<file path="config.mk">
export PLATFORM = sky130hd
export DESIGN_NAME = tpo_pixel_output
export DESIGN_NICKNAME = d
export VERILOG_FILES = /design/src/design/tpo_pkg.sv /design/src/design/tpo_pixel_output.sv /design/src/design/tpo_activity_monitor.sv
export SDC_FILE = /design/constraint.sdc
export NUM_CORES = 1
export LEC_CHECK = 0
export BUFFER_PORTS_ARGS = -buffer_cell sky130_fd_sc_hd__clkbuf_2
export CORE_ASPECT_RATIO = 0.9
export CORE_MARGIN = 2
export CORE_UTILIZATION = 59
export CTS_CLUSTER_DIAMETER = 100
export DETAILED_ROUTE_END_ITERATION = 16
export MAX_ROUTING_LAYER = met4
export PLACE_DENSITY_LB_ADDON = 0.2
export SLEW_MARGIN = 20
export SYNTH_ARGS = -nofsm -noshare
export SYNTH_HDL_FRONTEND = slang
export SYNTH_HIERARCHICAL = 1
export SYNTH_SLANG_ARGS = --single-unit
</file>
<file path="constraint.sdc">
create_clock -name clk_sys_in -period 2.74 [get_ports clk_sys_in]
set_input_delay 0.137 -clock clk_sys_in [delete_from_list [all_inputs] [get_ports clk_sys_in]]
set_output_delay 0.137 -clock clk_sys_in [all_outputs]
set_load 0.1 [all_outputs]
</file>
<file path="src/design/tpo_pkg.sv">
// Shared constants and types for the TMDS receiver pixel output stage.
package tpo_pkg;

	// Pixel layout on each 24-bit bus.
	localparam int unsigned PIX_W        = 24;
	localparam int unsigned COLOR_W      = 8;
	localparam int unsigned BLUE_LSB     = 0;
	localparam int unsigned GREEN_LSB    = 8;
	localparam int unsigned RED_LSB      = 16;

	// Layout of the synchronised link word: three channel bytes, controls, data enable.
	localparam int unsigned LW_CH0_LSB   = 0;
	localparam int unsigned LW_CH1_LSB   = 8;
	localparam int unsigned LW_CH2_LSB   = 16;
	localparam int unsigned LW_CTL23_LSB = 24;
	localparam int unsigned LW_CTL1      = 26;
	localparam int unsigned LW_HSYNC     = 27;
	localparam int unsigned LW_VSYNC     = 28;
	localparam int unsigned LW_DE        = 29;
	localparam int unsigned LW_W         = 30;

	// Synchronised mode pins.
	localparam int unsigned MODE_TWO     = 0;
	localparam int unsigned MODE_STAGGER_SELECT_N_N  = 1;
	localparam int unsigned MODE_POL     = 2;
	localparam int unsigned MODE_W       = 3;

	// Timing of the link activity monitor.
	localparam int unsigned SYS_CLK_KHZ       = 10_000;
	localparam int unsigned LINK_IDLE_TIME_US = 1_000;
	localparam int unsigned LINK_IDLE_CYCLES  = LINK_IDLE_TIME_US * SYS_CLK_KHZ / 1_000;

	// Register port.
	localparam int unsigned REG_ADDR_W     = 4;
	localparam int unsigned REG_DATA_W     = 32;
	localparam logic [3:0]  REG_IRQ_STATUS = 4'h0;
	localparam logic [3:0]  REG_IRQ_MASK   = 4'h4;
	localparam logic [3:0]  REG_STATUS     = 4'h8;

	// Interrupt bits, shared by status and mask.
	localparam int unsigned IRQ_W          = 3;
	localparam int unsigned IRQ_LINK_UP    = 0;
	localparam int unsigned IRQ_LINK_DOWN  = 1;
	localparam int unsigned IRQ_FRAME      = 2;
	localparam logic [2:0]  IRQ_MASK_RST   = 3'h0;

	typedef enum logic {
		PH_FIRST,
		PH_SECOND
	} tpo_phase_t;

endpackage : tpo_pkg

</file>
<file path="src/design/tpo_pixel_output.sv">
// Pixel output stage: maps recovered link channels to even/odd pixel buses and controls.
// How it works
// - In one-pixel mode the odd bus is held at zero.
// - In one-pixel mode every pixel goes out on the even bus, one per clock.
// - In two-pixel mode even pixels use the even bus, odd pixels the odd bus.
// - Each bus carries blue in bits 0-7, green 8-15, red 16-23.
// - Pixel bits change at the update edge of the generated output pixel clock; staggered odd bits change half a period later.
// - Channel 0 gives blue when active, horizontal and vertical sync in blanking.
// - Channel 1 gives green when active, control one in blanking.
// - Channel 2 gives red when active, controls two and three in blanking.
// - Link-active flag is high while data enable toggles, low once it has stood still for the idle timeout.
// - In two-pixel mode a low stagger select offsets odd from even output.
// - Select high means two pixels per clock; two-pixel mode starts each line with pixel zero.
// - Polarity high makes data valid at rising clock edge, low at falling.
//
// Decided for this implementation: the address map and strobed register access.
module tpo_pixel_output
	import tpo_pkg::*;
#(
	parameter int unsigned LINK_IDLE_CYC = LINK_IDLE_CYCLES
) (
	input  wire logic                  clk_sys_in,
	input  wire logic                  rst_b_in,
	input  wire logic                  link_clock_in,
	input  wire logic                  link_de_in,
	input  wire logic [COLOR_W-1:0]    link_channel_zero_in,
	input  wire logic                  link_hsync_in,
	input  wire logic                  link_vsync_in,
	input  wire logic [COLOR_W-1:0]    link_channel_one_in,
	input  wire logic                  link_ctl1_in,
	input  wire logic [COLOR_W-1:0]    link_channel_two_in,
	input  wire logic [1:0]            link_ctl23_in,
	input  wire logic                  pixels_per_clock_select_in,
	input  wire logic                  stagger_select_n_in,
	input  wire logic                  output_clock_polarity_select_in,
	input  wire logic [REG_ADDR_W-1:0] reg_addr_in,
	input  wire logic [REG_DATA_W-1:0] reg_wdata_in,
	input  wire logic                  reg_wr_in,
	input  wire logic                  reg_rd_in,
	output logic [REG_DATA_W-1:0]      reg_rdata_out,
	output logic                       irq_out,
	output logic [PIX_W-1:0]           even_pixel_bus_out,
	output logic [PIX_W-1:0]           odd_pixel_bus_out,
	output logic                       output_pixel_clock_out,
	output logic                       de_out,
	output logic                       hsync_out,
	output logic                       vsync_out,
	output logic [2:0]                 ctl_out,
	output logic                       link_active_flag_out
);

	// The timeout must outlast the sampling of at least one data enable toggle.
	if (LINK_IDLE_CYC < 2) begin : g_bad_idle
		$error("LINK_IDLE_CYC must be at least 2");
	end

	typedef struct packed {
		logic                  clk_s1;
		logic                  clk_s2;
		logic                  clk_s3;
		logic [LW_W-1:0]       word_s1;
		logic [LW_W-1:0]       word_s2;
		logic [MODE_W-1:0]     mode_s1;
		logic [MODE_W-1:0]     mode_s2;
		tpo_phase_t            phase;
		logic                  prev_de;
		logic [PIX_W-1:0]      even_hold;
		logic [PIX_W-1:0]      odd_pend;
		logic                  odd_pending;
		logic [PIX_W-1:0]      even_bus;
		logic [PIX_W-1:0]      odd_bus;
		logic                  ock;
		logic                  de;
		logic                  hsync;
		logic                  vsync;
		logic [2:0]            ctl;
		logic                  prev_active;
		logic [IRQ_W-1:0]      irq_status;
		logic [IRQ_W-1:0]      irq_mask;
		logic [REG_DATA_W-1:0] rdata;
	} tpo_state_t;

	tpo_state_t q;
	tpo_state_t d;

	logic             link_rise;
	logic             link_fall;
	logic             two_pix;
	logic             stagger_select_n_n;
	logic             pol;
	logic             cur_de;
	logic [PIX_W-1:0] pix_w;
	logic             active_w;
	logic [IRQ_W-1:0] irq_set;
	logic [IRQ_W-1:0] irq_clr;

	// Pixel assembled from the three channel bytes; forced to zero during blanking.
	function automatic logic [PIX_W-1:0] pixel_of(input logic [LW_W-1:0] w);
		logic [PIX_W-1:0] p;
		p = '0;
		if (w[LW_DE]) begin
			p[BLUE_LSB +: COLOR_W]  = w[LW_CH0_LSB +: COLOR_W];
			p[GREEN_LSB +: COLOR_W] = w[LW_CH1_LSB +: COLOR_W];
			p[RED_LSB +: COLOR_W]   = w[LW_CH2_LSB +: COLOR_W];
		end
		return p;
	endfunction : pixel_of

	// Blanking controls in output order: bit 0 control one, bits 1 and 2 controls two and three.
	function automatic logic [2:0] ctl_of(input logic [LW_W-1:0] w);
		return {w[LW_CTL23_LSB +: 2], w[LW_CTL1]};
	endfunction : ctl_of

	assign link_rise = q.clk_s2 && !q.clk_s3;
	assign link_fall = !q.clk_s2 && q.clk_s3;
	assign two_pix   = q.mode_s2[MODE_TWO];
	assign stagger_select_n_n    = q.mode_s2[MODE_STAGGER_SELECT_N_N];
	assign pol       = q.mode_s2[MODE_POL];
	assign cur_de    = q.word_s2[LW_DE];
	assign pix_w     = pixel_of(q.word_s2);

	tpo_activity_monitor #(
		.IDLE_CYCLES (LINK_IDLE_CYC)
	) u_monitor (
		.clk_sys_in (clk_sys_in),
		.rst_b_in   (rst_b_in),
		.de_in      (cur_de),
		.active_out (active_w)
	);

	always_comb begin
		d = q;
		irq_set = '0;
		irq_clr = '0;
		// Every link input passes two flops before anything reads it.
		d.clk_s1  = link_clock_in;
		d.clk_s2  = q.clk_s1;
		d.clk_s3  = q.clk_s2;
		d.word_s1 = {link_de_in, link_vsync_in, link_hsync_in, link_ctl1_in, link_ctl23_in,
			link_channel_two_in, link_channel_one_in, link_channel_zero_in};
		d.word_s2 = q.word_s1;
		// Mode pins are levels; a change takes effect at the next link rise or link fall, so possibly mid pixel.
		d.mode_s1 = {output_clock_polarity_select_in, stagger_select_n_in,
			pixels_per_clock_select_in};
		d.mode_s2 = q.mode_s1;

		if (link_rise) begin
			d.prev_de = cur_de;
			if (!two_pix) begin
				// The output clock runs at the link rate; stagger is ignored here.
				d.even_bus    = pix_w;
				d.odd_bus     = '0;
				d.odd_pending = 1'b0;
				d.phase       = PH_FIRST;
				d.ock         = !pol;
				d.de          = cur_de;
				d.hsync       = q.word_s2[LW_HSYNC];
				d.vsync       = q.word_s2[LW_VSYNC];
				d.ctl         = ctl_of(q.word_s2);
			end else if (q.phase == PH_FIRST || (cur_de && !q.prev_de)) begin
				// A fresh line always starts with even pixel zero.
				d.even_hold = pix_w;
				d.phase     = PH_SECOND;
				d.ock       = pol;
				if (q.odd_pending) begin
					d.odd_bus     = q.odd_pend;
					d.odd_pending = 1'b0;
				end
			end else begin
				d.even_bus = q.even_hold;
				if (!stagger_select_n_n) begin
					// Odd output waits for the mid-period point to spread switching current.
					d.odd_pend    = pix_w;
					d.odd_pending = 1'b1;
				end else begin
					d.odd_bus = pix_w;
				end
				d.phase = PH_FIRST;
				d.ock   = !pol;
				d.de    = cur_de;
				d.hsync = q.word_s2[LW_HSYNC];
				d.vsync = q.word_s2[LW_VSYNC];
				d.ctl   = ctl_of(q.word_s2);
			end
		end else if (link_fall && !two_pix) begin
			d.ock = pol;
		end

		// Events and register port.
		d.prev_active = active_w;
		irq_set[IRQ_LINK_UP]   = active_w && !q.prev_active;
		irq_set[IRQ_LINK_DOWN] = !active_w && q.prev_active;
		irq_set[IRQ_FRAME]     = d.vsync && !q.vsync;
		d.rdata = '0;
		if (reg_rd_in) begin
			case (reg_addr_in)
				REG_IRQ_STATUS: begin
					d.rdata[IRQ_W-1:0] = q.irq_status;
					irq_clr = q.irq_status;
				end
				REG_IRQ_MASK: begin
					d.rdata[IRQ_W-1:0] = q.irq_mask;
				end
				REG_STATUS: begin
					d.rdata[3:0] = {pol, stagger_select_n_n, two_pix, active_w};
				end
				default: begin
					d.rdata = '0;
				end
			endcase
		end
		if (reg_wr_in && reg_addr_in == REG_IRQ_MASK) begin
			d.irq_mask = reg_wdata_in[IRQ_W-1:0];
		end
		// A new event in the clearing read's cycle stays set.
		d.irq_status = (q.irq_status & ~irq_clr) | irq_set;
	end

	always_ff @(posedge clk_sys_in) begin
		if (!rst_b_in) begin
			q            <= '0;
			q.irq_mask   <= IRQ_MASK_RST;
		end else begin
			q <= d;
		end
	end

	assign reg_rdata_out          = q.rdata;
	assign irq_out                = |(q.irq_status & q.irq_mask);
	assign even_pixel_bus_out     = q.even_bus;
	assign odd_pixel_bus_out      = q.odd_bus;
	assign output_pixel_clock_out = q.ock;
	assign de_out                 = q.de;
	assign hsync_out              = q.hsync;
	assign vsync_out              = q.vsync;
	assign ctl_out                = q.ctl;
	assign link_active_flag_out   = active_w;
endmodule : tpo_pixel_output

</file>
<file path="src/design/tpo_activity_monitor.sv">
// Link activity monitor: watches data enable toggling and raises an activity flag.
module tpo_activity_monitor
	import tpo_pkg::*;
#(
	parameter int unsigned IDLE_CYCLES = LINK_IDLE_CYCLES
) (
	input  wire logic clk_sys_in,
	input  wire logic rst_b_in,
	input  wire logic de_in,
	output logic      active_out
);

	localparam int unsigned CNT_W = $clog2(IDLE_CYCLES + 1);

	if (IDLE_CYCLES < 2) begin : g_bad_idle
		$error("IDLE_CYCLES must be at least 2");
	end

	typedef struct packed {
		logic             prev_de;
		logic [CNT_W-1:0] count;
		logic             active;
	} tpo_mon_t;

	tpo_mon_t q;
	tpo_mon_t d;

	always_comb begin
		d = q;
		d.prev_de = de_in;
		if (de_in != q.prev_de) begin
			d.count  = '0;
			d.active = 1'b1;
		end else if (q.count == CNT_W'(IDLE_CYCLES)) begin
			d.active = 1'b0;
		end else begin
			d.count = q.count + 1'b1;
		end
	end

	always_ff @(posedge clk_sys_in) begin
		if (!rst_b_in) begin
			q <= '0;
		end else begin
			q <= d;
		end
	end

	assign active_out = q.active;
endmodule : tpo_activity_monitor

</file>
# Word level (Yosys, flattened, before mapping)
# Cells that the tools add are included.
# word_totals
elab_cells,93
register_bits,230
out_inout_bits,89
# op_classes
n_mux,19
addsub,1
eq_ne,8
bitwise_logic,8
n_reduce_logical,29
# ops
cell,count
two-way mux 24 bit,4
two-way mux 56 bit,1
two-way mux 25 bit,1
adder 14 x 1 -> 14 bit (second input constant),1
== test 14 bit (second input constant),1
case mux 3 bit (3 select lines),1
AND reduction 3 bit,3
logical AND 1 bit,8
logical NOT 1 bit,8
two-way mux 1 bit,8
bitwise AND 3 bit,2
two-way mux 3 bit,2
two-way mux 6 bit,1
AND reduction 2 bit,3
== test 4 x 3 -> 1 bit (second input constant),1
== test 4 bit (second input constant),1
logical NOT 4 bit,1
two-way mux 4 bit,1
inverter 1 bit,4
AND reduction 4 bit,1
nonzero test 2 bit,2
!= test 3 x 1 -> 1 bit (second input constant),1
!= test 3 x 2 -> 1 bit (second input constant),1
!= test 3 bit (second input constant),1
other kinds (7),7

# Longest topological paths before layout
# logic_depth
ltp_word,8
depth_mapped,8

# Modules after synthesis
# Netlist, hierarchy kept.
# modules_own_cells
module,n_inst,area_per_inst_um2,cells_per_inst
tpo_pixel_output,1,7733.7,860
tpo_activity_monitor,1,780.7,88

# Worst setup path before layout
# OpenSTA, ideal clock, no wires.
# synth_timing
path_type,register to register
start,"register q, in the netlist cur_de"
end,register q[100] (netlist name)
stages_incl_launch_ff,8
setup_ns,0.132
t_required_ns,2.608
setup_slack_ns,1.126
arrival_time_ns,1.481
synth_period_minus_slack_ns,1.614
path_buffers,3
cell_sequence,dfxtp_1 -> nor2b_2 -> buf_4 -> or4_1 -> buf_2 -> buf_6 -> nand2_1 -> a21oi_1
# synth_via
elab_chain_cells,4
word_cells_on_any_way,5
cone_classes,mux: 1; bitwise: 1; reduce/logical: 3
# synth_lines
element,line,text
start: declaration,tpo_pixel_output.sv:83,tpo_state_t q;
logical AND 1 bit,tpo_pixel_output.sv:160,end else if (q.phase == PH_FIRST || (cur_de && !q.prev_de)) begin
logical OR 1 bit,tpo_pixel_output.sv:160,
inverter 1 bit (no line),--,
AND reduction 4 bit (no line),--,
# Several ways; a longest one is shown, not always the timed one.
# A chain may end at the register's enable or synchronous reset.

# Worst setup path in the final report
# Ends and elaborated chain as after synthesis.

==> impl_metrics.env <==
export IMPL_status="finished, final reports clean"
export IMPL_cts_resized_gates=0
export IMPL_hpwl_um=11790
export IMPL_drc_errors=0
export IMPL_crit_path_cell_trace="buf_4 -> nor2b_2 -> buf_4 -> or4_1 -> buf_4 -> nand2_1 -> a21oi_1"
export IMPL_setup_viol=0
export IMPL_gp_congestion=0.8381
export IMPL_numCtsBuffers=21
export IMPL_max_stage_delay_ps=470
export IMPL_grt_max_degree=65
export IMPL_fp_dieArea_um2=15410
export IMPL_r2r_end="q[100]$_SDFFE_PN0P_"
export IMPL_rsz0062_at_grt="no"
export IMPL_clk_pin_slew_ps=60
export IMPL_max_freq_mhz=510.6
export IMPL_rrSetupSlack_ps=780
export IMPL_finClkSkew_ps=6.817
export IMPL_dpl_instance_area_um2=8636
export IMPL_cts_sinks=202
export IMPL_setup_worst_path_class="reg2reg"
export IMPL_p_per_area_nw_per_um2=665.7
export IMPL_nNetsFinal=1089
export IMPL_ios=163
export IMPL_crit_path_start_kind="register"
export IMPL_grt_use_total_pct=24.55
export IMPL_ys_warn_count=6
export IMPL_wirelength_um=19010
export IMPL_ys_ff_latch=202
export IMPL_grt_pass1_vias=6138
export IMPL_r2r_start="cur_de$_SDFF_PN0_"
export IMPL_htreeDepth=1
export IMPL_power_leakage_nw=3.636
export IMPL_grt_pass1_wl_um=30240
export IMPL_crit_fanout=24
export IMPL_vias=6711
export IMPL_min_path_type="in2reg"
export IMPL_initial_core_util_pct=60.58
export IMPL_cts_root_buf="clkbuf_16"
export IMPL_path_buf_inv=3
export IMPL_via_per_inst=5.501
export IMPL_drtAntennaViolNets=0
export IMPL_max_vdd_ir_drop_mv=0.4656
export IMPL_finalCriticalPeriod_ps=1959
export IMPL_core_area_um2=14060
export IMPL_holdWs_ps=31.88
export IMPL_fin_tns_setup_ps=0
export IMPL_wl_per_cell_um=15.58
export IMPL_cts_buffer_depth=3
export IMPL_cts_tree="built"
export IMPL_die_w_um=130.6
export IMPL_drv_slew=0
export IMPL_reg2regPathDepth=7
export IMPL_first_iter_violations=610
export IMPL_syn_area_per_cell_um2=8.981
export IMPL_drt_pass1_iter_count=5
export IMPL_rows=41
export IMPL_io_buffers=105
export IMPL_worst_pin_slew_ps=630.0
export IMPL_clk_latency_ps=490
export IMPL_drive_above_1_share_pct=17.43
export IMPL_n_antenna_cell=0
export IMPL_worstSetupPathDepth=7
export IMPL_crit_path_top_delay_cell="or4_1"
export IMPL_max_cap_viol_count=0
export IMPL_die_height_um=118.0
export IMPL_path_delay_family="simple AND/OR/NAND/NOR gates"
export IMPL_min_period_over_period_pct=71.48
export IMPL_seq_area_frac_synth_pct=47.49
export IMPL_final_core_util_pct=68.88
export IMPL_grt_ovfl_total=0
export IMPL_antenna_found_initial=0
export IMPL_hold_violations=0
export IMPL_synth_cell_types=45
export IMPL_endpoint="q[100]$_SDFFE_PN0P_"
export IMPL_synth_cells=948
export IMPL_areaGrowthSynthToFinish_pct=13.71
export IMPL_worstPathArrival_ps=2300
export IMPL_critical_path_startpoint="cur_de$_SDFF_PN0_"
export IMPL_cpMostUsedCell="buf_4"
export IMPL_slew_headroom_pct=58.00
export IMPL_required_ps=3080
export IMPL_fin_area_um2=9682
export IMPL_crit_path_end_kind="register"
export IMPL_syn_cell_area_um2=8514
[repair_timing]
action | CTS | global route
hold buffers | 40 | 0
setup buffers | 0 | 0
endpoints found under the hold margin | 41 | 0
setup endpoints to repair | 0 | 0
[metrics by stage]
step	instances	total power, mW	worst slack (ps)
3_5_place_dp	1143	3.766	807.1
4_1_cts	1220	6.470	798.5
2_1_floorplan	975	3.696	1126
3_3_place_gp	1143	3.760	849.0
5_1_grt	1220	6.660	697.4
6_report	1220	6.445	781.5
[worst min path at each step]
stage	startpoint	to	slack, ps	depth (start not counted)
after global placement	link_channel_two_in[2]	d[169]$_SDFF_PN0_	340	2
after CTS	reg_addr_in[0]	reg_rdata_out[1]$_SDFF_PN0_	5	4
after floorplan	reg_addr_in[2]	reg_rdata_out[3]$_SDFF_PN0_	210	1
final	reg_addr_in[1]	reg_rdata_out[0]$_SDFF_PN0_	30	4
after global routing	reg_addr_in[0]	reg_rdata_out[0]$_SDFF_PN0_	60	4
after detailed placement	link_hsync_in	d[178]$_SDFF_PN0_	350	2
[routing by layer]
metal / GRT usage, % / vias up / share of wire (%)
met3: 4.000 / 28 / 6.6
met2: 37.47 / 240 / 46
met5: - / - / 0
li1: - / 3315 / -
met4: 5.652 / 0 / 1.7
met1: 34.34 / 3128 / 46
[cell type report]
type | instances | area [um2]
clock buffer | 30 | 579.3
inverter | 10 | 37.54
fill | 1148 | 4374
clock inverter | 7 | 66.31
timing repair buffer | 175 | 1164
multi-input combinational | 603 | 3548
tap | 193 | 241.5
sequential | 202 | 4045
[flip-flops by register name (all words and copies together) (netlist names)]
name,count
ctl_out,3
cur_de,1
d,35
de_out,1
even_pixel_bus_out,24
hsync_out,1
odd_pixel_bus_out,24
output_pixel_clock_out,1
pol,1
q,90
reg_rdata_out,4
u_monitor/active_out,1
u_monitor/q,15
vsync_out,1
[cell families (layout without fill, tap and decap cells)]
| group | after synthesis | in the layout | synth area share (%) |
|---|---|---|---|
| simple gates | 320 | 320 | 19.93 |
| flops | 202 | 202 | 47.49 |
| buf+inv | 170 | 222 | 12.18 |
| mux | 33 | 33 | 3.880 |
| compound gates | 217 | 217 | 15.87 |
| xor+xnor | 3 | 3 | 0.3087 |
| fa+ha+maj | 2 | 2 | 0.2939 |
| other cells | 1 | 28 | 0.04404 |
[report_power, final]
| part | internal (mW) | switching (mW) |
|---|---|---|
| Clock | 1.57 | 1.12 |
| Sequential | 3.01 | 0.0570 |
| Combinational | 0.162 | 0.519 |
[worst min-delay path, delay by kind of cell]
family                 cells  cell delay [ps]
and+or+nand+nor            3              260
buffers and inverters      1               70
[synth_stat cells (all sizes together)]
cell type	count	share of area (%)
a211o	1	0.10
a211oi	3	0.41
a21oi	94	5.7
a222oi	1	0.12
a311oi	24	2.5
a31oi	1	0.074
a32o	23	2.7
and2	72	5.3
buf	108	9.4
clkbuf	52	2.3
conb	1	0.044
dfxtp	202	47
ha	2	0.29
inv	10	0.44
mux2i	33	3.9
nand2	82	3.6
nand2b	2	0.15
nand3	93	5.5
nand3b	1	0.088
nand4	4	0.29
nand4b	2	0.21
nor2	18	0.79
nor2b	28	2.1
nor3	1	0.059
nor4	3	0.57
o21ai	63	3.7
o221a	1	0.13
o22ai	2	0.15
o31ai	4	0.35
or2b	2	0.24
or3	5	0.37
or4	6	0.57
or4bb	1	0.13
xnor2	1	0.10
xor2	2	0.21
[placed cells by master (no fill, tap or decap), types with 2 or more instances in the layout]
master,Yosys,routed
dfxtp_1,202,201
clkbuf_2,0,104
nand3_1,93,93
a21oi_1,93,93
nand2_1,82,82
and2_1,72,72
dlygate4sd3_1,0,40
o21ai_0,38,38
mux2i_1,33,33
buf_4,93,29
conb_1,1,28
nor2b_1,27,26
o21ai_1,25,24
a311oi_1,24,24
a32o_1,23,23
clkbuf_16,0,21
nor2_1,18,18
inv_1,8,8
clkbuf_1,52,7
or4_1,5,5
or3_1,5,5
nand4_1,4,4
clkinv_2,0,4
o31ai_1,4,4
nand2b_1,2,2
inv_2,2,2
nor2b_2,1,2
nor4_4,2,2
a211oi_1,2,2
nand4b_1,2,2
clkbuf_8,0,2
o22ai_1,2,2
xor2_1,2,2
ha_1,2,2
Power figures use the tool's default switching activity.
